===== config.mk =====
export PLATFORM = sky130hd
export DESIGN_NAME = ddr_port_steering_arbiter
export DESIGN_NICKNAME = d
export VERILOG_FILES = /design/src/ddr_arb_pkg.sv /design/src/ddr_arb_if.sv /design/src/ddr_port_steering_arbiter.sv /design/src/tenure_arbiter.sv /design/src/secded_codec.sv
export SDC_FILE = /design/constraint.sdc
export NUM_CORES = 1
export LEC_CHECK = 0
export ABC_AREA = 1
export BUFFER_PORTS_ARGS = -buffer_cell sky130_fd_sc_hd__buf_2
export CAP_MARGIN = 20
export CORE_MARGIN = 4
export CORE_UTILIZATION = 30
export CTS_CLUSTER_DIAMETER = 150
export DETAILED_ROUTE_END_ITERATION = 8
export PLACE_DENSITY_LB_ADDON = 0.2
export SYNTH_ARGS = -nofsm -noshare
export SYNTH_HDL_FRONTEND = slang
export SYNTH_SLANG_ARGS = --single-unit

===== constraint.sdc =====
create_clock -name clk_i -period 8.06 [get_ports clk_i]
set_input_delay 0.403 -clock clk_i [delete_from_list [all_inputs] [get_ports clk_i]]
set_output_delay 0.403 -clock clk_i [all_outputs]
set_load 0.01 [all_outputs]

===== src/ddr_arb_pkg.sv =====
// constants, types and helpers shared by the ddr port steering arbiter
package ddr_arb_pkg;

  localparam int unsigned REG_ADDR_W = 8;
  localparam int unsigned DATA_W     = 32;
  localparam int unsigned CHECK_W    = 7;
  localparam int unsigned QCNT_W     = 5;

  // register byte offsets
  localparam logic [7:0] OFS_EXP_CONFIG_ZERO = 8'h00;
  localparam logic [7:0] OFS_EXP_CONFIG_ONE  = 8'h04;
  localparam logic [7:0] OFS_PORT_QUOTA      = 8'h08;
  localparam logic [7:0] OFS_IRQ_STATUS      = 8'h0c;
  localparam logic [7:0] OFS_IRQ_MASK        = 8'h10;
  localparam logic [7:0] OFS_ECC_CONTROL     = 8'h14;
  localparam logic [7:0] OFS_ARB_STATUS      = 8'h18;

  // field positions
  localparam int unsigned BIT_BOOT_FLASH_ALIAS  = 0;
  localparam int unsigned BIT_PORT_STEERING_EN  = 31;
  localparam int unsigned QUOTA_BUS_LSB         = 4;
  localparam int unsigned QUOTA_CORE_LSB        = 0;
  localparam int unsigned QUOTA_FIELD_W         = 4;
  localparam int unsigned BIT_ECC_ENABLE        = 0;
  localparam int unsigned BIT_IRQ_SINGLE        = 0;
  localparam int unsigned BIT_IRQ_DOUBLE        = 1;
  localparam int unsigned IRQ_W                 = 2;

  // reset values
  localparam logic [31:0] RST_EXP_CONFIG_ZERO = 32'h0000_0001;
  localparam logic [31:0] RST_EXP_CONFIG_ONE  = 32'h0000_0000;
  localparam logic [7:0]  RST_PORT_QUOTA      = 8'h01;
  localparam logic [1:0]  RST_IRQ_MASK        = 2'h0;
  localparam logic        RST_ECC_ENABLE      = 1'b0;

  // core accesses below this address are ddr accesses
  localparam logic [31:0] LOW_WINDOW_LIMIT = 32'h4000_0000;

  typedef enum logic [2:0]
  {
    ST_IDLE  = 3'b001,
    ST_ISSUE = 3'b010,
    ST_RESP  = 3'b100
  } mc_state_t;

  // quota field to transaction count, zero meaning sixteen
  function automatic logic [QCNT_W-1:0] quota_count
  (
    input logic [QUOTA_FIELD_W-1:0] field
  );
    quota_count = (field == 4'h0) ? 5'h10 : {1'b0, field};
  endfunction

endpackage


===== src/ddr_arb_if.sv =====
// carriers between the top and its arbiter and ecc helpers
`timescale 1ns/1ns
interface arb_if;
  import ddr_arb_pkg::*;
  logic              req_core;
  logic              req_bus;
  logic              start;
  logic [QCNT_W-1:0] quota_core;
  logic [QCNT_W-1:0] quota_bus;
  logic              sel_bus;
  logic              owner_bus;
  logic [QCNT_W-1:0] tenure_cnt;
  modport arbiter (input req_core, req_bus, start, quota_core, quota_bus,
                   output sel_bus, owner_bus, tenure_cnt);
  modport user    (output req_core, req_bus, start, quota_core, quota_bus,
                   input sel_bus, owner_bus, tenure_cnt);
endinterface

interface ecc_if;
  import ddr_arb_pkg::*;
  logic [DATA_W-1:0]  wdata;
  logic [CHECK_W-1:0] wcheck;
  logic [DATA_W-1:0]  rdata;
  logic [CHECK_W-1:0] rcheck;
  logic [DATA_W-1:0]  fixed;
  logic               single_err;
  logic               double_err;
  modport codec (input wdata, rdata, rcheck,
                 output wcheck, fixed, single_err, double_err);
  modport user  (output wdata, rdata, rcheck,
                 input wcheck, fixed, single_err, double_err);
endinterface


===== src/ddr_port_steering_arbiter.sv =====
// core port steering and ddr arbitration with ecc and registers
//
// Behaviour
// - Core ddr traffic uses the dedicated port when bit 31 is set.
// - The steering bit resets to zero, so core traffic starts on the bus.
// - The flash alias bit resets to one: flash at 0x0 and 0x5000_0000.
// - Steered core accesses below 1 Gbyte take the dedicated port.
// - Quota bits 7:4 cap bus side transfers per tenure, zero means 16.
// - Quota bits 3:0 cap core port transfers per tenure, zero means 16.
// - The quota register does not reset to the equal bandwidth value.
// - Ecc corrects single-bit and flags double-bit read errors.
// - Ecc errors raise an interrupt so software can handle and scrub.
// - The uncorrectable error drives its own interrupt line.
//
// Our own choices: strobed register access and the register addresses.
`timescale 1ns/1ns
module ddr_port_steering_arbiter
  import ddr_arb_pkg::*;
(
  input  wire logic                  clk_i,          // 20 MHz clock
  input  wire logic                  rst_b_i,        // async reset, low
  input  wire logic                  ce_i,           // clock enable
  // register port
  input  wire logic [REG_ADDR_W-1:0] reg_addr_i,     // byte address
  input  wire logic [DATA_W-1:0]     reg_wdata_i,    // write data
  input  wire logic                  reg_wr_i,       // write strobe
  input  wire logic                  reg_rd_i,       // read strobe
  output logic      [DATA_W-1:0]     reg_rdata_o,    // read data
  // core requester
  input  wire logic                  core_req_i,     // core request
  input  wire logic                  core_we_i,      // core write
  input  wire logic [31:0]           core_addr_i,    // core address
  input  wire logic [DATA_W-1:0]     core_wdata_i,   // core write data
  output logic                       core_ack_o,     // core done pulse
  output logic      [DATA_W-1:0]     core_rdata_o,   // core read data
  output logic                       core_dedicated_o, // last via port
  // north/south ahb requester
  input  wire logic                  ahb_req_i,      // bus request
  input  wire logic                  ahb_we_i,       // bus write
  input  wire logic [31:0]           ahb_addr_i,     // bus address
  input  wire logic [DATA_W-1:0]     ahb_wdata_i,    // bus write data
  output logic                       ahb_ack_o,      // bus done pulse
  output logic      [DATA_W-1:0]     ahb_rdata_o,    // bus read data
  // memory controller
  output logic                       mc_req_o,       // mc request
  output logic                       mc_we_o,        // mc write
  output logic      [31:0]           mc_addr_o,      // mc address
  output logic      [DATA_W-1:0]     mc_wdata_o,     // mc write data
  output logic      [CHECK_W-1:0]    mc_wcheck_o,    // mc write check
  input  wire logic                  mc_ack_i,       // mc done
  input  wire logic [DATA_W-1:0]     mc_rdata_i,     // mc read data
  input  wire logic [CHECK_W-1:0]    mc_rcheck_i,    // mc read check
  // configuration and interrupts
  output logic                       port_steering_enable_o, // steer
  output logic                       boot_flash_alias_o,     // alias
  output logic                       irq_o,          // ecc interrupt
  output logic                       multibit_irq_o  // double error
);

  arb_if arb ();
  ecc_if ecc ();

  tenure_arbiter u_arb
  (
    .clk_i   (clk_i),
    .rst_b_i (rst_b_i),
    .ce_i    (ce_i),
    .arb     (arb)
  );

  secded_codec u_ecc
  (
    .ecc (ecc)
  );

  mc_state_t          state_reg;
  logic [31:0]        exp_cfg0_reg;
  logic [31:0]        exp_cfg1_reg;
  logic [7:0]         quota_reg;
  logic [IRQ_W-1:0]   irq_status_reg;
  logic [IRQ_W-1:0]   irq_mask_reg;
  logic               ecc_enable_reg;
  logic               cur_bus_reg;
  logic               cur_ext_reg;
  logic               cur_we_reg;
  logic [IRQ_W-1:0]   irq_event;
  logic               steer_en;
  logic               core_direct;
  logic               core_on_bus;
  logic               ext_pick;
  logic               wr_hit;
  logic               rd_hit;
  logic [DATA_W-1:0]  rd_value;
  logic [DATA_W-1:0]  read_word;
  logic               mc_done;

  assign steer_en = exp_cfg1_reg[BIT_PORT_STEERING_EN];
  assign port_steering_enable_o = exp_cfg1_reg[BIT_PORT_STEERING_EN];
  assign boot_flash_alias_o     = exp_cfg0_reg[BIT_BOOT_FLASH_ALIAS];

  // core traffic split between dedicated port and bus side
  always_comb
  begin
    core_direct = core_req_i && steer_en
                  && (core_addr_i < LOW_WINDOW_LIMIT);
    core_on_bus = core_req_i && !core_direct;
    ext_pick    = ahb_req_i;
  end

  always_comb
  begin
    arb.req_core   = core_direct;
    arb.req_bus    = ahb_req_i || core_on_bus;
    arb.quota_core = quota_count(
      quota_reg[QUOTA_CORE_LSB +: QUOTA_FIELD_W]);
    arb.quota_bus  = quota_count(
      quota_reg[QUOTA_BUS_LSB +: QUOTA_FIELD_W]);
    arb.start      = (state_reg == ST_IDLE)
                     && (arb.req_core || arb.req_bus);
  end

  assign mc_done = (state_reg == ST_ISSUE) && mc_ack_i;

  // ecc codec hookup
  always_comb
  begin
    ecc.wdata  = (arb.sel_bus && ext_pick) ? ahb_wdata_i : core_wdata_i;
    ecc.rdata  = mc_rdata_i;
    ecc.rcheck = mc_rcheck_i;
    read_word  = ecc_enable_reg ? ecc.fixed : mc_rdata_i;
    irq_event  = '0;
    if (mc_done && !cur_we_reg && ecc_enable_reg)
    begin
      irq_event[BIT_IRQ_SINGLE] = ecc.single_err;
      irq_event[BIT_IRQ_DOUBLE] = ecc.double_err;
    end
  end

  // transaction sequencer
  always_ff @(posedge clk_i or negedge rst_b_i)
  begin
    if (!rst_b_i)
    begin
      state_reg   <= ST_IDLE;
      mc_req_o    <= 1'b0;
      mc_we_o     <= 1'b0;
      mc_addr_o   <= '0;
      mc_wdata_o  <= '0;
      mc_wcheck_o <= '0;
      cur_bus_reg <= 1'b0;
      cur_ext_reg <= 1'b0;
      cur_we_reg  <= 1'b0;
    end
    else if (ce_i)
    begin
      unique case (state_reg)
        ST_IDLE:
        begin
          if (arb.start)
          begin
            cur_bus_reg <= arb.sel_bus;
            cur_ext_reg <= arb.sel_bus && ext_pick;
            mc_req_o    <= 1'b1;
            mc_wdata_o  <= ecc.wdata;
            mc_wcheck_o <= ecc.wcheck;
            if (arb.sel_bus && ext_pick)
            begin
              mc_we_o    <= ahb_we_i;
              mc_addr_o  <= ahb_addr_i;
              cur_we_reg <= ahb_we_i;
            end
            else
            begin
              mc_we_o    <= core_we_i;
              mc_addr_o  <= core_addr_i;
              cur_we_reg <= core_we_i;
            end
            state_reg <= ST_ISSUE;
          end
        end
        ST_ISSUE:
        begin
          if (mc_ack_i)
          begin
            mc_req_o  <= 1'b0;
            state_reg <= ST_RESP;
          end
        end
        ST_RESP:
        begin
          state_reg <= ST_IDLE;
        end
      endcase
    end
  end

  // answers to the requesters
  always_ff @(posedge clk_i or negedge rst_b_i)
  begin
    if (!rst_b_i)
    begin
      core_ack_o       <= 1'b0;
      ahb_ack_o        <= 1'b0;
      core_rdata_o     <= '0;
      ahb_rdata_o      <= '0;
      core_dedicated_o <= 1'b0;
    end
    else if (ce_i)
    begin
      core_ack_o <= mc_done && !cur_ext_reg;
      ahb_ack_o  <= mc_done && cur_ext_reg;
      if (mc_done && !cur_ext_reg)
      begin
        core_dedicated_o <= !cur_bus_reg;
        if (!cur_we_reg)
          core_rdata_o <= read_word;
      end
      if (mc_done && cur_ext_reg && !cur_we_reg)
        ahb_rdata_o <= read_word;
    end
  end

  assign wr_hit = ce_i && reg_wr_i;
  assign rd_hit = ce_i && reg_rd_i;

  // configuration registers
  always_ff @(posedge clk_i or negedge rst_b_i)
  begin
    if (!rst_b_i)
    begin
      exp_cfg0_reg   <= RST_EXP_CONFIG_ZERO;
      exp_cfg1_reg   <= RST_EXP_CONFIG_ONE;
      quota_reg      <= RST_PORT_QUOTA;
      irq_mask_reg   <= RST_IRQ_MASK;
      ecc_enable_reg <= RST_ECC_ENABLE;
    end
    else if (wr_hit)
    begin
      unique case (reg_addr_i)
        OFS_EXP_CONFIG_ZERO: exp_cfg0_reg <= reg_wdata_i;
        OFS_EXP_CONFIG_ONE:  exp_cfg1_reg <= reg_wdata_i;
        OFS_PORT_QUOTA:      quota_reg <= reg_wdata_i[7:0];
        OFS_IRQ_MASK:        irq_mask_reg <= reg_wdata_i[IRQ_W-1:0];
        OFS_ECC_CONTROL:     ecc_enable_reg <= reg_wdata_i[BIT_ECC_ENABLE];
        default:             ;
      endcase
    end
  end

  // sticky ecc status, read clears, new event wins
  always_ff @(posedge clk_i or negedge rst_b_i)
  begin
    if (!rst_b_i)
      irq_status_reg <= '0;
    else if (ce_i)
    begin
      if (rd_hit && (reg_addr_i == OFS_IRQ_STATUS))
        irq_status_reg <= irq_event;
      else
        irq_status_reg <= irq_status_reg | irq_event;
    end
  end

  always_ff @(posedge clk_i or negedge rst_b_i)
  begin
    if (!rst_b_i)
    begin
      irq_o          <= 1'b0;
      multibit_irq_o <= 1'b0;
    end
    else if (ce_i)
    begin
      irq_o <= |(irq_status_reg & irq_mask_reg);
      multibit_irq_o <= irq_status_reg[BIT_IRQ_DOUBLE]
                        & irq_mask_reg[BIT_IRQ_DOUBLE];
    end
  end

  // read mux
  always_comb
  begin
    rd_value = '0;
    unique case (reg_addr_i)
      OFS_EXP_CONFIG_ZERO: rd_value = exp_cfg0_reg;
      OFS_EXP_CONFIG_ONE:  rd_value = exp_cfg1_reg;
      OFS_PORT_QUOTA:      rd_value[7:0] = quota_reg;
      OFS_IRQ_STATUS:      rd_value[IRQ_W-1:0] = irq_status_reg;
      OFS_IRQ_MASK:        rd_value[IRQ_W-1:0] = irq_mask_reg;
      OFS_ECC_CONTROL:     rd_value[BIT_ECC_ENABLE] = ecc_enable_reg;
      OFS_ARB_STATUS:      rd_value[15:0] = {5'h00, state_reg,
                                             2'h0, arb.owner_bus,
                                             arb.tenure_cnt};
      default:             rd_value = '0;
    endcase
  end

  always_ff @(posedge clk_i or negedge rst_b_i)
  begin
    if (!rst_b_i)
      reg_rdata_o <= '0;
    else if (ce_i)
      reg_rdata_o <= rd_hit ? rd_value : '0;
  end

endmodule // ddr_port_steering_arbiter


===== src/tenure_arbiter.sv =====
// two-port ddr tenure arbiter with per-port transaction quotas
`timescale 1ns/1ns
module tenure_arbiter
  import ddr_arb_pkg::*;
(
  input  wire logic clk_i,   // system clock
  input  wire logic rst_b_i, // async reset, active low
  input  wire logic ce_i,    // clock enable
  arb_if.arbiter    arb      // request and tenure state
);

  logic              own_req;
  logic              other_req;
  logic [QCNT_W-1:0] own_quota;

  always_comb
  begin
    own_req   = arb.owner_bus ? arb.req_bus : arb.req_core;
    other_req = arb.owner_bus ? arb.req_core : arb.req_bus;
    own_quota = arb.owner_bus ? arb.quota_bus : arb.quota_core;
    // stay while quota lasts, else hand over to a waiting port
    if (own_req && (arb.tenure_cnt < own_quota))
      arb.sel_bus = arb.owner_bus;
    else if (other_req)
      arb.sel_bus = ~arb.owner_bus;
    else
      arb.sel_bus = arb.owner_bus;
  end

  always_ff @(posedge clk_i or negedge rst_b_i)
  begin
    if (!rst_b_i)
    begin
      arb.owner_bus  <= 1'b0;
      arb.tenure_cnt <= '0;
    end
    else if (ce_i && arb.start)
    begin
      if (arb.sel_bus != arb.owner_bus)
      begin
        arb.owner_bus  <= arb.sel_bus;
        arb.tenure_cnt <= 5'h01;
      end
      else if (arb.tenure_cnt >= own_quota)
        arb.tenure_cnt <= 5'h01; // fresh tenure, same port
      else
        arb.tenure_cnt <= arb.tenure_cnt + 5'h01;
    end
  end

endmodule // tenure_arbiter


===== src/secded_codec.sv =====
// single-error-correct double-error-detect codec for 32-bit words
`timescale 1ns/1ns
module secded_codec
  import ddr_arb_pkg::*;
(
  ecc_if.codec ecc // write encode and read decode
);

  // hamming positions 1..38, checks at powers of two
  function automatic logic [38:1] spread(input logic [DATA_W-1:0] d);
    int unsigned k;
    spread = '0;
    k = 0;
    for (int p = 1; p <= 38; p++)
    begin
      if ((p & (p - 1)) != 0)
      begin
        spread[p] = d[k];
        k++;
      end
    end
  endfunction

  function automatic logic [5:0] syndrome(input logic [38:1] c);
    syndrome = '0;
    for (int p = 1; p <= 38; p++)
      if (c[p])
        syndrome = syndrome ^ p[5:0];
  endfunction

  function automatic logic [DATA_W-1:0] gather(input logic [38:1] c);
    int unsigned k;
    gather = '0;
    k = 0;
    for (int p = 1; p <= 38; p++)
    begin
      if ((p & (p - 1)) != 0)
      begin
        gather[k] = c[p];
        k++;
      end
    end
  endfunction

  logic [38:1] wcode;
  logic [38:1] rcode;
  logic [5:0]  wsyn;
  logic [5:0]  rsyn;
  logic        rpar_bad;

  always_comb
  begin
    wcode = spread(ecc.wdata);
    wsyn  = syndrome(wcode);
    ecc.wcheck = {^{wcode, wsyn}, wsyn};
    rcode = spread(ecc.rdata);
    for (int i = 0; i < 6; i++)
      rcode[1 << i] = ecc.rcheck[i];
    rsyn     = syndrome(rcode);
    rpar_bad = ^{rcode, ecc.rcheck[6]};
    // odd parity error: one flipped bit, repaired in place
    if (rpar_bad && (rsyn != 6'h00) && (rsyn <= 6'd38))
      rcode[rsyn] = ~rcode[rsyn];
    ecc.fixed      = gather(rcode);
    ecc.single_err = rpar_bad;
    ecc.double_err = !rpar_bad && (rsyn != 6'h00);
  end

endmodule // secded_codec


After elaboration in Yosys (flattened, before gate mapping). Cells that the tools add are included.

Register bits after elaboration: 262. Logic and storage cells: 267. Input port bits: 217. Output and inout bits: 176.

Bitwise logic cells: 74. Add/sub/neg operators: 1. Reduce and logical (&&, ||, !) cells: 47. Order comparisons: 6. Mux-type cells: 103. Equality and inequality tests: 12.

Operator list (number): $mux 5 (36); $mux 32 (4); $mux 6 (13); $not 3->3 (26); $mux 4 (15); $not 2->2 (25); $reduce_xor 44->1 (1); $not 4->4 (10); $reduce_xor 39->1 (1); $bwmux 38 (1); $mux 38 (1); $lt 32x31->1 const B (1); $pmux 16 s2 (1); $mux 3 (9); $eq 8x5->1 const B (3); $pmux 6 s4 (1); $pmux 8 s3 (1); $logic_and 1x1->1 (20); $eq 8x4->1 const B (2); $reduce_and 2->1 (8); $mux 1 (10); $mux 2 (5); $not 5->5 (2); $pmux 3 s3 (1); 32 further kinds (46).

Longest topological paths before layout. Gate-level depths: netlist of the first run.

Depth in word-level cells: 77. Mapped depth: 35. Mapped depth without buffers: 34.

By module. A second synthesis of the first run with hierarchy kept.

Cell total of the unflattened synthesis: 2085. Area total of the unflattened synthesis: 15372.2 um2.

Modules (own cells, without submodules): ddr_port_steering_arbiter (cells an instance 1424, area each 11698.7 um2, times used 1, sequential area each 6409.9 um2); secded_codec (cells an instance 582, area each 3052.9 um2, times used 1, sequential area each 0.0 um2); tenure_arbiter (cells an instance 79, area each 620.6 um2, times used 1, sequential area each 150.1 um2).

Worst setup path after synthesis of the first run. No wires, ideal clock.

Kind: flip-flop to flip-flop. From: register u_arb.arb.owner_bus. To: register mc_wcheck_o[6]. Required time: 7942 ps. Arrival time: 3561 ps. Setup slack: 4381 ps. Path buffers: 2. Stages on the path, launching flop included: 32. Setup time: 118 ps. Period minus slack after synthesis: 3679 ps. Cells stage by stage: dfrtp_1 -> inv_1 -> or2_2 -> nor4_1 -> a21oi_1 -> ha_1 -> nand2_1 -> nor2_1 -> nand2_1 -> nand4_1 -> nand2_1 -> nand2_1 -> nand3_1 -> buf_4 -> buf_4 -> o21ai_0 -> nand2_1 -> nand2_1 -> xor2_1 -> nand2_1 -> nand2_1 -> inv_1 -> nand3_1 -> nand2_1 -> inv_1 -> nand2_1 -> nand2_1 -> nand2_1 -> nand2_1 -> nand2_1 -> nand3_1 -> nand2_1.

Word-level cells in the longest chain between the ends: 56. Elaborated cells between the ends (all ways): 74. Those cells by class: order compare (1); mux (38); bitwise (32); reduce/logical (3).

Ends and longest elaborated chain: start, declared (RTL line ddr_arb_if.sv:14) `output sel_bus, owner_bus, tenure_cnt);`; start signal, assigned (RTL line tenure_arbiter.sv:41) `arb.owner_bus <= arb.sel_bus;`; $mux 5 (RTL line tenure_arbiter.sv:20) `own_quota = arb.owner_bus ? arb.quota_bus : arb.quota_core;`; $lt 5x5->1 (RTL line tenure_arbiter.sv:22) `if (own_req && (arb.tenure_cnt < own_quota))`; $logic_and 1x1->1 (RTL line tenure_arbiter.sv:22); $mux 1 * (RTL line tenure_arbiter.sv:22); $logic_and 1x1->1 * (RTL line ddr_port_steering_arbiter.sv:127) `ecc.wdata = (arb.sel_bus && ext_pick) ? ahb_wdata_i : core_wdata_i;`; $mux 32 * (RTL line ddr_port_steering_arbiter.sv:127); $mux 2 (RTL line secded_codec.sv:27) `if (c[p])`; $not 2->2 (no line) / $mux 3 (equally long branches); [... 39 more ...]; $mux 6 / $not 2->2 (equally long branches); $mux 6 (RTL line secded_codec.sv:27); $not 3->3 (no line); $mux 6 (2 in a row) (RTL line secded_codec.sv:27); $not 3->3 (no line) / $mux 6 (equally long branches); $mux 6 / $not 3->3 (equally long branches); $mux 6 (RTL line secded_codec.sv:27); $reduce_xor 44->1 * (RTL line secded_codec.sv:55) `ecc.wcheck = {^{wcode, wsyn}, wsyn};`; end signal, assigned (RTL line ddr_port_steering_arbiter.sv:165) `mc_wcheck_o <= ecc.wcheck;`; end, declared (RTL line ddr_port_steering_arbiter.sv:49) `output logic [CHECK_W-1:0] mc_wcheck_o,`.

Every way passes the cells marked *; elsewhere a longest branch is shown, timed or not. A chain may end at the register's enable or synchronous reset.

Final worst setup path of the first run. Same ends and word-level chain as after synthesis.

==> results.json, run 1 <==
{
  "status": "complete, no violations",
  "cp.arrival_ps": 5970,
  "floorplan.initialDensity_pct": 30.3,
  "num_rows": 82,
  "topRoutingLayerUsed": "met5",
  "postSynthAreaPerCell_um2": 7.20,
  "grt_max_degree": 92,
  "ys_seq_area_share_pct": 43.1,
  "report.final.hold_viol_count": 0,
  "dieArea_um2": 54400,
  "peakVddDrop_v": 0.000164,
  "cts_root_buf": "clkbuf_16",
  "slowest_delay_ps": 890,
  "clk_latency_ps": 560,
  "clock.fmax_ghz": 0.181,
  "final.setup.tns_ps": 0,
  "grt_antenna_before_repair": 8,
  "slowest_stage": "inv_1",
  "seqPwrFrac_pct": 33.1,
  "r2r_slack_ps": 2520,
  "syn-num-nets": 2335,
  "hp-class": "in -> reg",
  "cp_max_fo": 60,
  "numPortBuffers": 392,
  "synth_top_family_by_area": "simple AND/OR/NAND/NOR gates",
  "drc": 0,
  "synth_xor_area_share_pct": 5.45,
  "htreeDepth": 2,
  "clock-sinks": 262,
  "ys_warn_count": 0,
  "core_um2": 50200,
  "p_per_area_nw_per_um2": 301,
  "power_mw": 5.72,
  "vias": 15200,
  "critPathMostFrequentCell": "nand2_1",
  "grt_remaining_overflow": 0,
  "synthArstFlopShare_pct": 100,
  "hpwlAfterDp_um": 41300,
  "worst_pin_slew_ps": 1030,
  "synth_area_leaders": "dfrtp_1 43%, nand2_1 19%, o21ai_0 7.5%",
  "maxSlewHeadroom_pct": 31.3,
  "wl_met3_um": 3820,
  "wl_per_cell_um": 17.4,
  "holdWs_ps": 85.2,
  "p_switching_mw": 2.30,
  "finalClockSkew_ps": 12.3,
  "p_comb_share_pct": 37.7,
  "cts_resized": 0,
  "clkPwrFrac_pct": 29.2,
  "detail-route-antenna-nets": 0,
  "p_leak_nw": 10.4,
  "swShare_pct": 40.2,
  "synth_simple_gate_area_share_pct": 30.8,
  "ys.flop_type": "dfrtp_1",
  "ios": 393,
  "cp-end-kind": "register",
  "netlist_area_um2": 15200,
  "synth_compound_area_share_pct": 12.0,
  "max-cap-violations": 0,
  "rsz0062_at_grt": "false",
  "synth.top_cell.area_share_pct": 42.6,
  "tritoncts": "built",
  "cp.required_ps": 8490,
  "internal_power_mw": 3.42,
  "drtIter0Drc": 904,
  "path_class": "reg -> reg",
  "die_h_um": 233,
  "numCtsBuffers": 34,
  "start_kind": "register",
  "path_clk_slew_ps": 60,
  "wl_um": 55000,
  "drt-vias-per-instance": 4.80,
  "drv_slew": 0,
  "syn-instance-count": 2112,
  "drive_gt1_share_pct": 20.7,
  "synthMuxAreaShare_pct": 0,
  "firstDrtPassIters": 5,
  "grt_use_total_pct": 19.7,
  "period_needed_ps": 5540,
  "finalCritPeriodShare_pct": 68.7,
  "synth_fa_ha_area_share_pct": 0.494,
  "nets": 2686,
  "cts.path.max_buffers": 3,
  "die_w_um": 233,
  "gp_congestion": 0.875,
  "setup_violations": 0,
  "met1_length_um": 24200,
  "wl_met2_um": 25700,
  "ys_types": 42,
  "synth_edf_count": 0,
  "ys_ff_latch": 262,
  "grt_pass1_wl_um": 84500,
  "yosysTopAreaCell": "dfrtp_1",
  "first_global_vias": 14800,
  "area_growth_pct": 25.1
}
[synth_stat cells, types with 5 or more instances]
master / number
nand2_1: 774
xor2_1: 34
nand2_2: 21
nand3_1: 122
o21ai_0: 228
nand3b_1: 6
nand4_1: 64
buf_2: 16
ha_1: 6
a21oi_1: 11
clkbuf_1: 68
nor2_1: 110
xnor2_1: 57
a22o_1: 47
o22ai_1: 7
nor3_1: 9
dfrtp_1: 259
a221oi_1: 9
nor4_1: 5
inv_1: 209
[worst paths after layout]
kind | end | cells after the start | startpoint
setup / recovery | mc_wcheck_o[6] | 32 | u_arb.arb.owner_bus
max in group asynchronous | mc_addr_o[0] | 3 | rst_b_i
min in group asynchronous | exp_cfg1_reg[16] | 2 | rst_b_i
hold reg to reg | core_rdata_o[26] | 2 | core_rdata_o[26]
setup reg to reg | mc_wcheck_o[6] | 32 | u_arb.arb.owner_bus
hold / removal | ecc_enable_reg | 3 | reg_wdata_i[0]
[metal layers]
| layer | vias to the layer above | global-route usage (%) |
|---|---|---|
| met1 | 7098 | 25.9 |
| met4 | 8 | 4.91 |
| met5 | - | 0 |
| met2 | 490 | 32.8 |
| li1 | 7493 | - |
| met3 | 87 | 4.51 |
[cells by family (layout without fill, tap and decap cells)]
group | count (synthesis) | count (layout)
AO/OA/AOI/OAI | 316 | 316
XOR/XNOR | 93 | 93
adder cells (fa/ha/maj) | 6 | 6
buffers and inverters | 311 | 688
flip-flops | 262 | 262
other | 0 | 3
AND/OR/NAND/NOR | 1124 | 1124
[worst max-delay path, delay by kind of cell (launching register included)]
kind	cells	cell delay (ps)
AO/OA/AOI/OAI	1	70
adder cells (fa/ha/maj)	1	300
AND/OR/NAND/NOR	24	2770
XOR/XNOR	1	170
buffers and inverters	5	1640
flip-flops	1	450
[through the flow]
stage | cells | setup WS, ps | area [um^2] | util, %
finish | 3164 | 2520 | 19000 | 37.9
global route | 3162 | 1680 | 19000 | 37.9
CTS | 3161 | 2300 | 19000 | 37.9
detailed placement | 3098 | 2340 | 17800 | 35.5
global placement | 3097 | 2550 | 17800 | 35.4
floorplan | 2112 | 4380 | 15200 | -
[cell type report]
class                   instances  area [um^2]
diodes                          3         7.51
clock buffers                  44          938
clock inverters                18          287
fillers                      5263        31100
inverters                     216          811
multi-input cells            1539         7450
flip-flops and latches        262         6560
well taps                     672          841
repair buffers                410         2130
[what timing repair did]
| action | 4_1_cts | 5_1_grt |
|---|---|---|
| endpoints found under the hold margin | 72 | 0 |
| hold buffers | 1 | 0 |
| setup buffers | 0 | 0 |
[layout by cell type (no fill, tap or decap), types with 3 or more instances in the layout]
master     count
a21oi_1       11
a221oi_1       9
a22o_1        47
buf_2        391
buf_4         16
bufinv_16      6
clkbuf_1       5
clkbuf_16     34
clkbuf_8       5
clkinv_1       3
clkinv_2       8
dfrtp_1      259
dfstp_2        3
diode_2        3
ha_1           6
inv_1        209
inv_2          4
nand2_1      770
nand2_2       25
nand3_1      120
nand3_4        3
nand3b_1       6
nand4_1       64
nor2_1       108
nor2_2         5
nor3_1         9
nor4_1         5
o21ai_0      228
o21ai_1        4
o22ai_1        7
or2_2          4
xnor2_1       57
xor2_1        34
[power groups by stage]
stage,clock (mW),combinational (mW),sequential (mW)
detailed placement,0,2.19,1.91
floorplan,0,1.25,2.01
global route,1.78,2.44,1.93
finish,1.67,2.16,1.89
global placement,0,2.18,1.90
CTS,1.72,2.19,1.90
Note: power is estimated with default switching activity, not from simulation.
==> inputs of run 2 (changes only) <==
clock period = 4.9 ns   (was 8.06 ns; I/O delays follow)
==> run 2 against run 1 <==
Effect of this change: non-clock buffer count is 90 higher; sequential power is 65% higher; via count is 3.0% higher; global-route usage is 0.60 points higher; clock-buffer cell count is 2 higher; cell area is 4.3% higher; utilization is 1.6 points higher; critical path depth is 2 lower; flip-flop and latch count stayed put; register-to-register slack worse by 1900 ps; sequential share of layout area is 1.4 points lower; largest cell class unchanged; largest power group unchanged.
==> results.json, run 2 (same netlist as run 1, synthesis figures left out) <==
{
  "drtIter0Drc": 1061,
  "seqPwrFrac_pct": 33.9,
  "r2r-start": "u_arb.arb.owner_bus",
  "detail-route-antenna-nets": 0,
  "clkPwrFrac_pct": 25.7,
  "cp-end-kind": "register",
  "ios": 393,
  "peakVddDrop_v": 0.000286,
  "p_comb_share_pct": 40.4,
  "clock.fmax_ghz": 0.234,
  "start_kind": "register",
  "critPathMostFrequentCell": "nand2_1",
  "report.final.hold_viol_count": 0,
  "worstReg2RegEnd": "mc_wcheck_o[6]",
  "vias": 15600,
  "final_cell_mix": "770 x nand2_1, 391 x buf_2, 258 x dfrtp_1",
  "n_fill_cell": 5232,
  "grt_max_degree": 109,
  "cp.arrival_ps": 4700,
  "die_h_um": 233,
  "finalClockSkew_ps": 15.7,
  "final_util_pct": 39.5,
  "post_dp_cell_area_um2": 17800,
  "r2r_slack_ps": 630,
  "tritoncts": "built",
  "worst_pin_slew_ps": 1010,
  "gp_congestion": 0.887,
  "grt_use_total_pct": 20.3,
  "internal_power_mw": 5.44,
  "grt_antenna_before_repair": 5,
  "path_class": "reg -> reg",
  "hp-start": "reg_wdata_i[9]",
  "holdWs_ps": 34.1,
  "floorplan.initialDensity_pct": 30.3,
  "grt_pass1_wl_um": 87100,
  "hpwlAfterDp_um": 41700,
  "first_global_vias": 15300,
  "grt_remaining_overflow": 0,
  "core_um2": 50200,
  "numPortBuffers": 392,
  "dieArea_um2": 54400,
  "p_leak_nw": 10.8,
  "clk_latency_ps": 550,
  "power_mw": 9.22,
  "place_inst": 3101,
  "finalCritPeriodShare_pct": 87.2,
  "final_common_cell": "nand2_1",
  "cts.path.max_buffers": 3,
  "final_cells": 3249,
  "pre_cts_slack_ps": 234,
  "drt-vias-per-instance": 4.81,
  "drc": 0,
  "critPathLaunch": "u_arb.arb.owner_bus",
  "num_rows": 82,
  "firstDrtPassIters": 5,
  "reg2reg_depth": 30,
  "htreeDepth": 2,
  "rsz0062_at_grt": "false",
  "drv_slew": 0,
  "period_needed_ps": 4270,
  "p_switching_mw": 3.78,
  "wl_per_cell_um": 17.7,
  "numCtsBuffers": 34,
  "slowest_stage": "o21ai_0",
  "setup_violations": 0,
  "drive_gt1_share_pct": 20.2,
  "nets": 2778,
  "wl_um": 57500,
  "swShare_pct": 41.0,
  "clock-sinks": 262,
  "final.setup.tns_ps": 0,
  "status": "complete, no violations",
  "fin_area_um2": 19800,
  "fin_ws_ps": 626,
  "max-cap-violations": 0,
  "area_growth_pct": 30.5,
  "slowest_delay_ps": 500,
  "cts_root_buf": "clkbuf_16",
  "hp-class": "in -> reg",
  "cp_max_fo": 11,
  "path_clk_slew_ps": 60,
  "maxSlewHeadroom_pct": 32.9,
  "die_w_um": 233,
  "cp.required_ps": 5330,
  "endpoint": "mc_wcheck_o[6]",
  "p_per_area_nw_per_um2": 464
}
-- run 2: cell types whose count changed in the layout (fill, tap and decap cells not counted), moves of 2 or more --
cell / previous run / this run
diode_2: 3 / 1
buf_12: 0 / 5
buf_4: 16 / 20
dlygate4sd3_1: 1 / 81
bufinv_16: 6 / 0
clkbuf_1: 5 / 7
-- run 2: worst min path at each step --
stage / endpoint / depth (start not counted)
final: exp_cfg0_reg[9] / 3
after global routing: exp_cfg1_reg[1] / 3
after CTS: mc_addr_o[22] / 3
after detailed placement: exp_cfg0_reg[16] / 1
after global placement: exp_cfg1_reg[16] / 1
after floorplan: ahb_ack_o / 0
-- run 2: timing repair --
item / in CTS / in global routing
hold buffers: 81 / 0
endpoints found under the hold margin: 196 / 0
gates resized for setup: 0 / 12
setup endpoints to repair: 0 / 1
setup buffers: 0 / 5
-- run 2: power by group through the flow --
| stage | Sequential (mW) | Clock [mW] | Combinational, mW |
|---|---|---|---|
| 2_1_floorplan | 3.31 | 0 | 2.06 |
| 3_3_place_gp | 3.14 | 0 | 3.58 |
| 3_5_place_dp | 3.15 | 0 | 3.60 |
| 4_1_cts | 3.13 | 2.46 | 3.76 |
| 5_1_grt | 3.19 | 2.56 | 4.19 |
| 6_report | 3.12 | 2.37 | 3.72 |
-- run 2: cell type report --
class / count / area (um^2) / share of cell area, %
antenna: 1 / 2.50 / 0.0126
clock buffer: 46 / 946 / 4.77
clock inverter: 11 / 101 / 0.511
inverter: 216 / 811 / 4.09
multi-input combinational: 1541 / 7490 / 37.8
sequential: 262 / 6560 / 33.1
tap: 672 / 841 / 4.24
timing repair buffer: 500 / 3090 / 15.6
-- run 2: routing by layer --
| metal | vias up | wire [um] | part of all wire, % | track usage, % |
|---|---|---|---|---|
| met5 | - | 47 | 0.082 | 0 |
| met4 | 6 | 1710 | 3.0 | 6.01 |
| met3 | 102 | 3920 | 6.8 | 4.39 |
| met2 | 533 | 26800 | 47 | 33.8 |
| met1 | 7327 | 24900 | 43 | 26.5 |
| li1 | 7669 | - | - | - |
-- run 2: worst max-delay path, delay by kind of cell (launching register included) --
family,cells,cell delay (ps)
buffers and inverters,3,280
AND/OR/NAND/NOR,24,2560
AO/OA/AOI/OAI,2,570
flip-flops,1,420
adder cells (fa/ha/maj),1,300
==> inputs of run 3 (changes only) <==
CORE_UTILIZATION = 49   (was 30)
MAX_ROUTING_LAYER = met4   (was not set)
PLACE_DENSITY = 0.78   (was not set)
PLACE_DENSITY_LB_ADDON = not set   (was 0.2)
==> run 3 against run 2 <==
Effect of this change: sequential share of layout area up 0.77 points; combinational power rose by 3%; cell area is 2.3% lower; via count up 4.0%.
==> results.json, run 3 (same netlist as run 1, synthesis figures left out) <==
{
  "status": "complete, no violations",
  "dieArea_um2": 33900,
  "pre_cts_slack_ps": 328,
  "numPortBuffers": 392,
  "wl_met3_um": 4500,
  "core_um2": 30600,
  "worst_pin_slew_ps": 1040,
  "grt_antenna_before_repair": 3,
  "cp.required_ps": 5350,
  "cts_setup_buffers": 0,
  "topRoutingLayerUsed": "met4",
  "wl_met2_um": 26300,
  "final_cell_mix": "770 x nand2_1, 391 x buf_2, 259 x dfrtp_1",
  "cp-end-kind": "register",
  "tritoncts": "built",
  "die_w_um": 184,
  "floorplan.initialDensity_pct": 49.7,
  "drt-vias-per-instance": 5.47,
  "path_clk_slew_ps": 60,
  "nets": 2774,
  "peakVddDrop_v": 0.000339,
  "die_h_um": 184,
  "cts.path.max_buffers": 3,
  "drv_slew": 0,
  "fin_area_um2": 19400,
  "firstDrtPassIters": 6,
  "clk_latency_ps": 570,
  "gp_congestion": 0.994,
  "drive_gt1_share_pct": 19.8,
  "grt_remaining_overflow": 0,
  "cp.arrival_ps": 4950,
  "clock.fmax_ghz": 0.222,
  "num_rows": 64,
  "period_needed_ps": 4500,
  "wl_um": 54400,
  "p_leak_nw": 10.7,
  "p_per_area_nw_per_um2": 465,
  "max-cap-violations": 0,
  "detail-route-antenna-nets": 0,
  "post_dp_cell_area_um2": 17400,
  "report.final.hold_viol_count": 0,
  "hp-class": "in -> reg",
  "first_global_vias": 15800,
  "final_util_pct": 63.4,
  "hpwlAfterDp_um": 38500,
  "finalClockSkew_ps": 12.0,
  "numCtsBuffers": 29,
  "drtIter0Drc": 1372,
  "place_inst": 2822,
  "htreeDepth": 1,
  "cp_max_fo": 61,
  "rsz0062_at_grt": "false",
  "grt_pass1_wl_um": 84500,
  "final.setup.tns_ps": 0,
  "start_kind": "register",
  "ios": 393,
  "vias": 16300,
  "met1_length_um": 21400,
  "finalCritPeriodShare_pct": 91.9,
  "final_common_cell": "nand2_1",
  "final_cells": 2973,
  "area_growth_pct": 27.5,
  "grt_use_total_pct": 31.9,
  "fin_ws_ps": 397,
  "setup_violations": 0,
  "clock-sinks": 262,
  "grt_max_degree": 114,
  "cts_root_buf": "clkbuf_16",
  "path_class": "reg -> reg",
  "drc": 0,
  "wl_per_cell_um": 18.3,
  "maxSlewHeadroom_pct": 30.6
}
-- run 3: timing repair --
item                       4_1_cts  5_1_grt
hold endpoints to repair       201        0
gates resized for setup          0        6
setup endpoints to repair        0        1
hold buffers                    87        0
-- run 3: power breakdown --
group / leakage [nW] / internal, mW / switching (mW)
combinational: 6.83 / 1.36 / 2.46
clock: 0.442 / 1.16 / 0.919
sequential: 3.43 / 2.74 / 0.382
-- run 3: worst max-delay path, stage by stage (launching register included) --
cell and delay (ps):
dfrtp_1 440, inv_1 170, or2_2 320, nor4_1 170, a21oi_1 70, ha_1 290
a21oi_1 240, nand4_1 150, nand2_2 210, buf_6 420, nand4_1 140, nand2_1 240
nand2_1 80, nand2_1 200, xor2_1 220, xor2_1 350, nand3_1 120, nand2_1 130
inv_1 50, nand2_1 60, nand2_1 70, inv_1 60, nand2_1 50, nand3_1 60
nand2_1 60
-- run 3: layout make-up --
class,instances,area (um^2)
clock inverters,12,83.8
multi-input cells,1541,7480
diodes,3,7.51
inverters,216,811
clock buffers,42,815
repair buffers,501,3130
flip-flops and latches,262,6560
well taps,396,495
fillers,2628,11200
-- run 3: layer usage --
metal / vias up / GRT usage, %
li1: 7675 / -
met1: 7602 / 40.2
met2: 852 / 52.8
met3: 130 / 4.26
met4: 0 / 12.0
met5: - / -
-- run 3: final timing paths --
kind	slack [ps]	from	cells after the start	endpoint
max	400	u_arb.arb.owner_bus	24	mc_wcheck_o[6]
min	6	core_addr_i[22]	3	mc_addr_o[22]
max reg2reg	400	u_arb.arb.owner_bus	24	mc_wcheck_o[6]
min reg2reg	470	cur_bus_reg	1	core_dedicated_o
max in group asynchronous	3320	rst_b_i	3	mc_wdata_o[2]
min in group asynchronous	320	rst_b_i	2	mc_addr_o[23]
-- run 3: through the flow --
| step | power, mW | hold slack [ps] |
|---|---|---|
| 2_1_floorplan | 5.37 | -50.6 |
| 3_3_place_gp | 6.66 | 338 |
| 3_5_place_dp | 6.72 | 345 |
| 4_1_cts | 8.99 | 1.56 |
| 5_1_grt | 9.60 | 42.0 |
| 6_report | 9.02 | 5.93 |
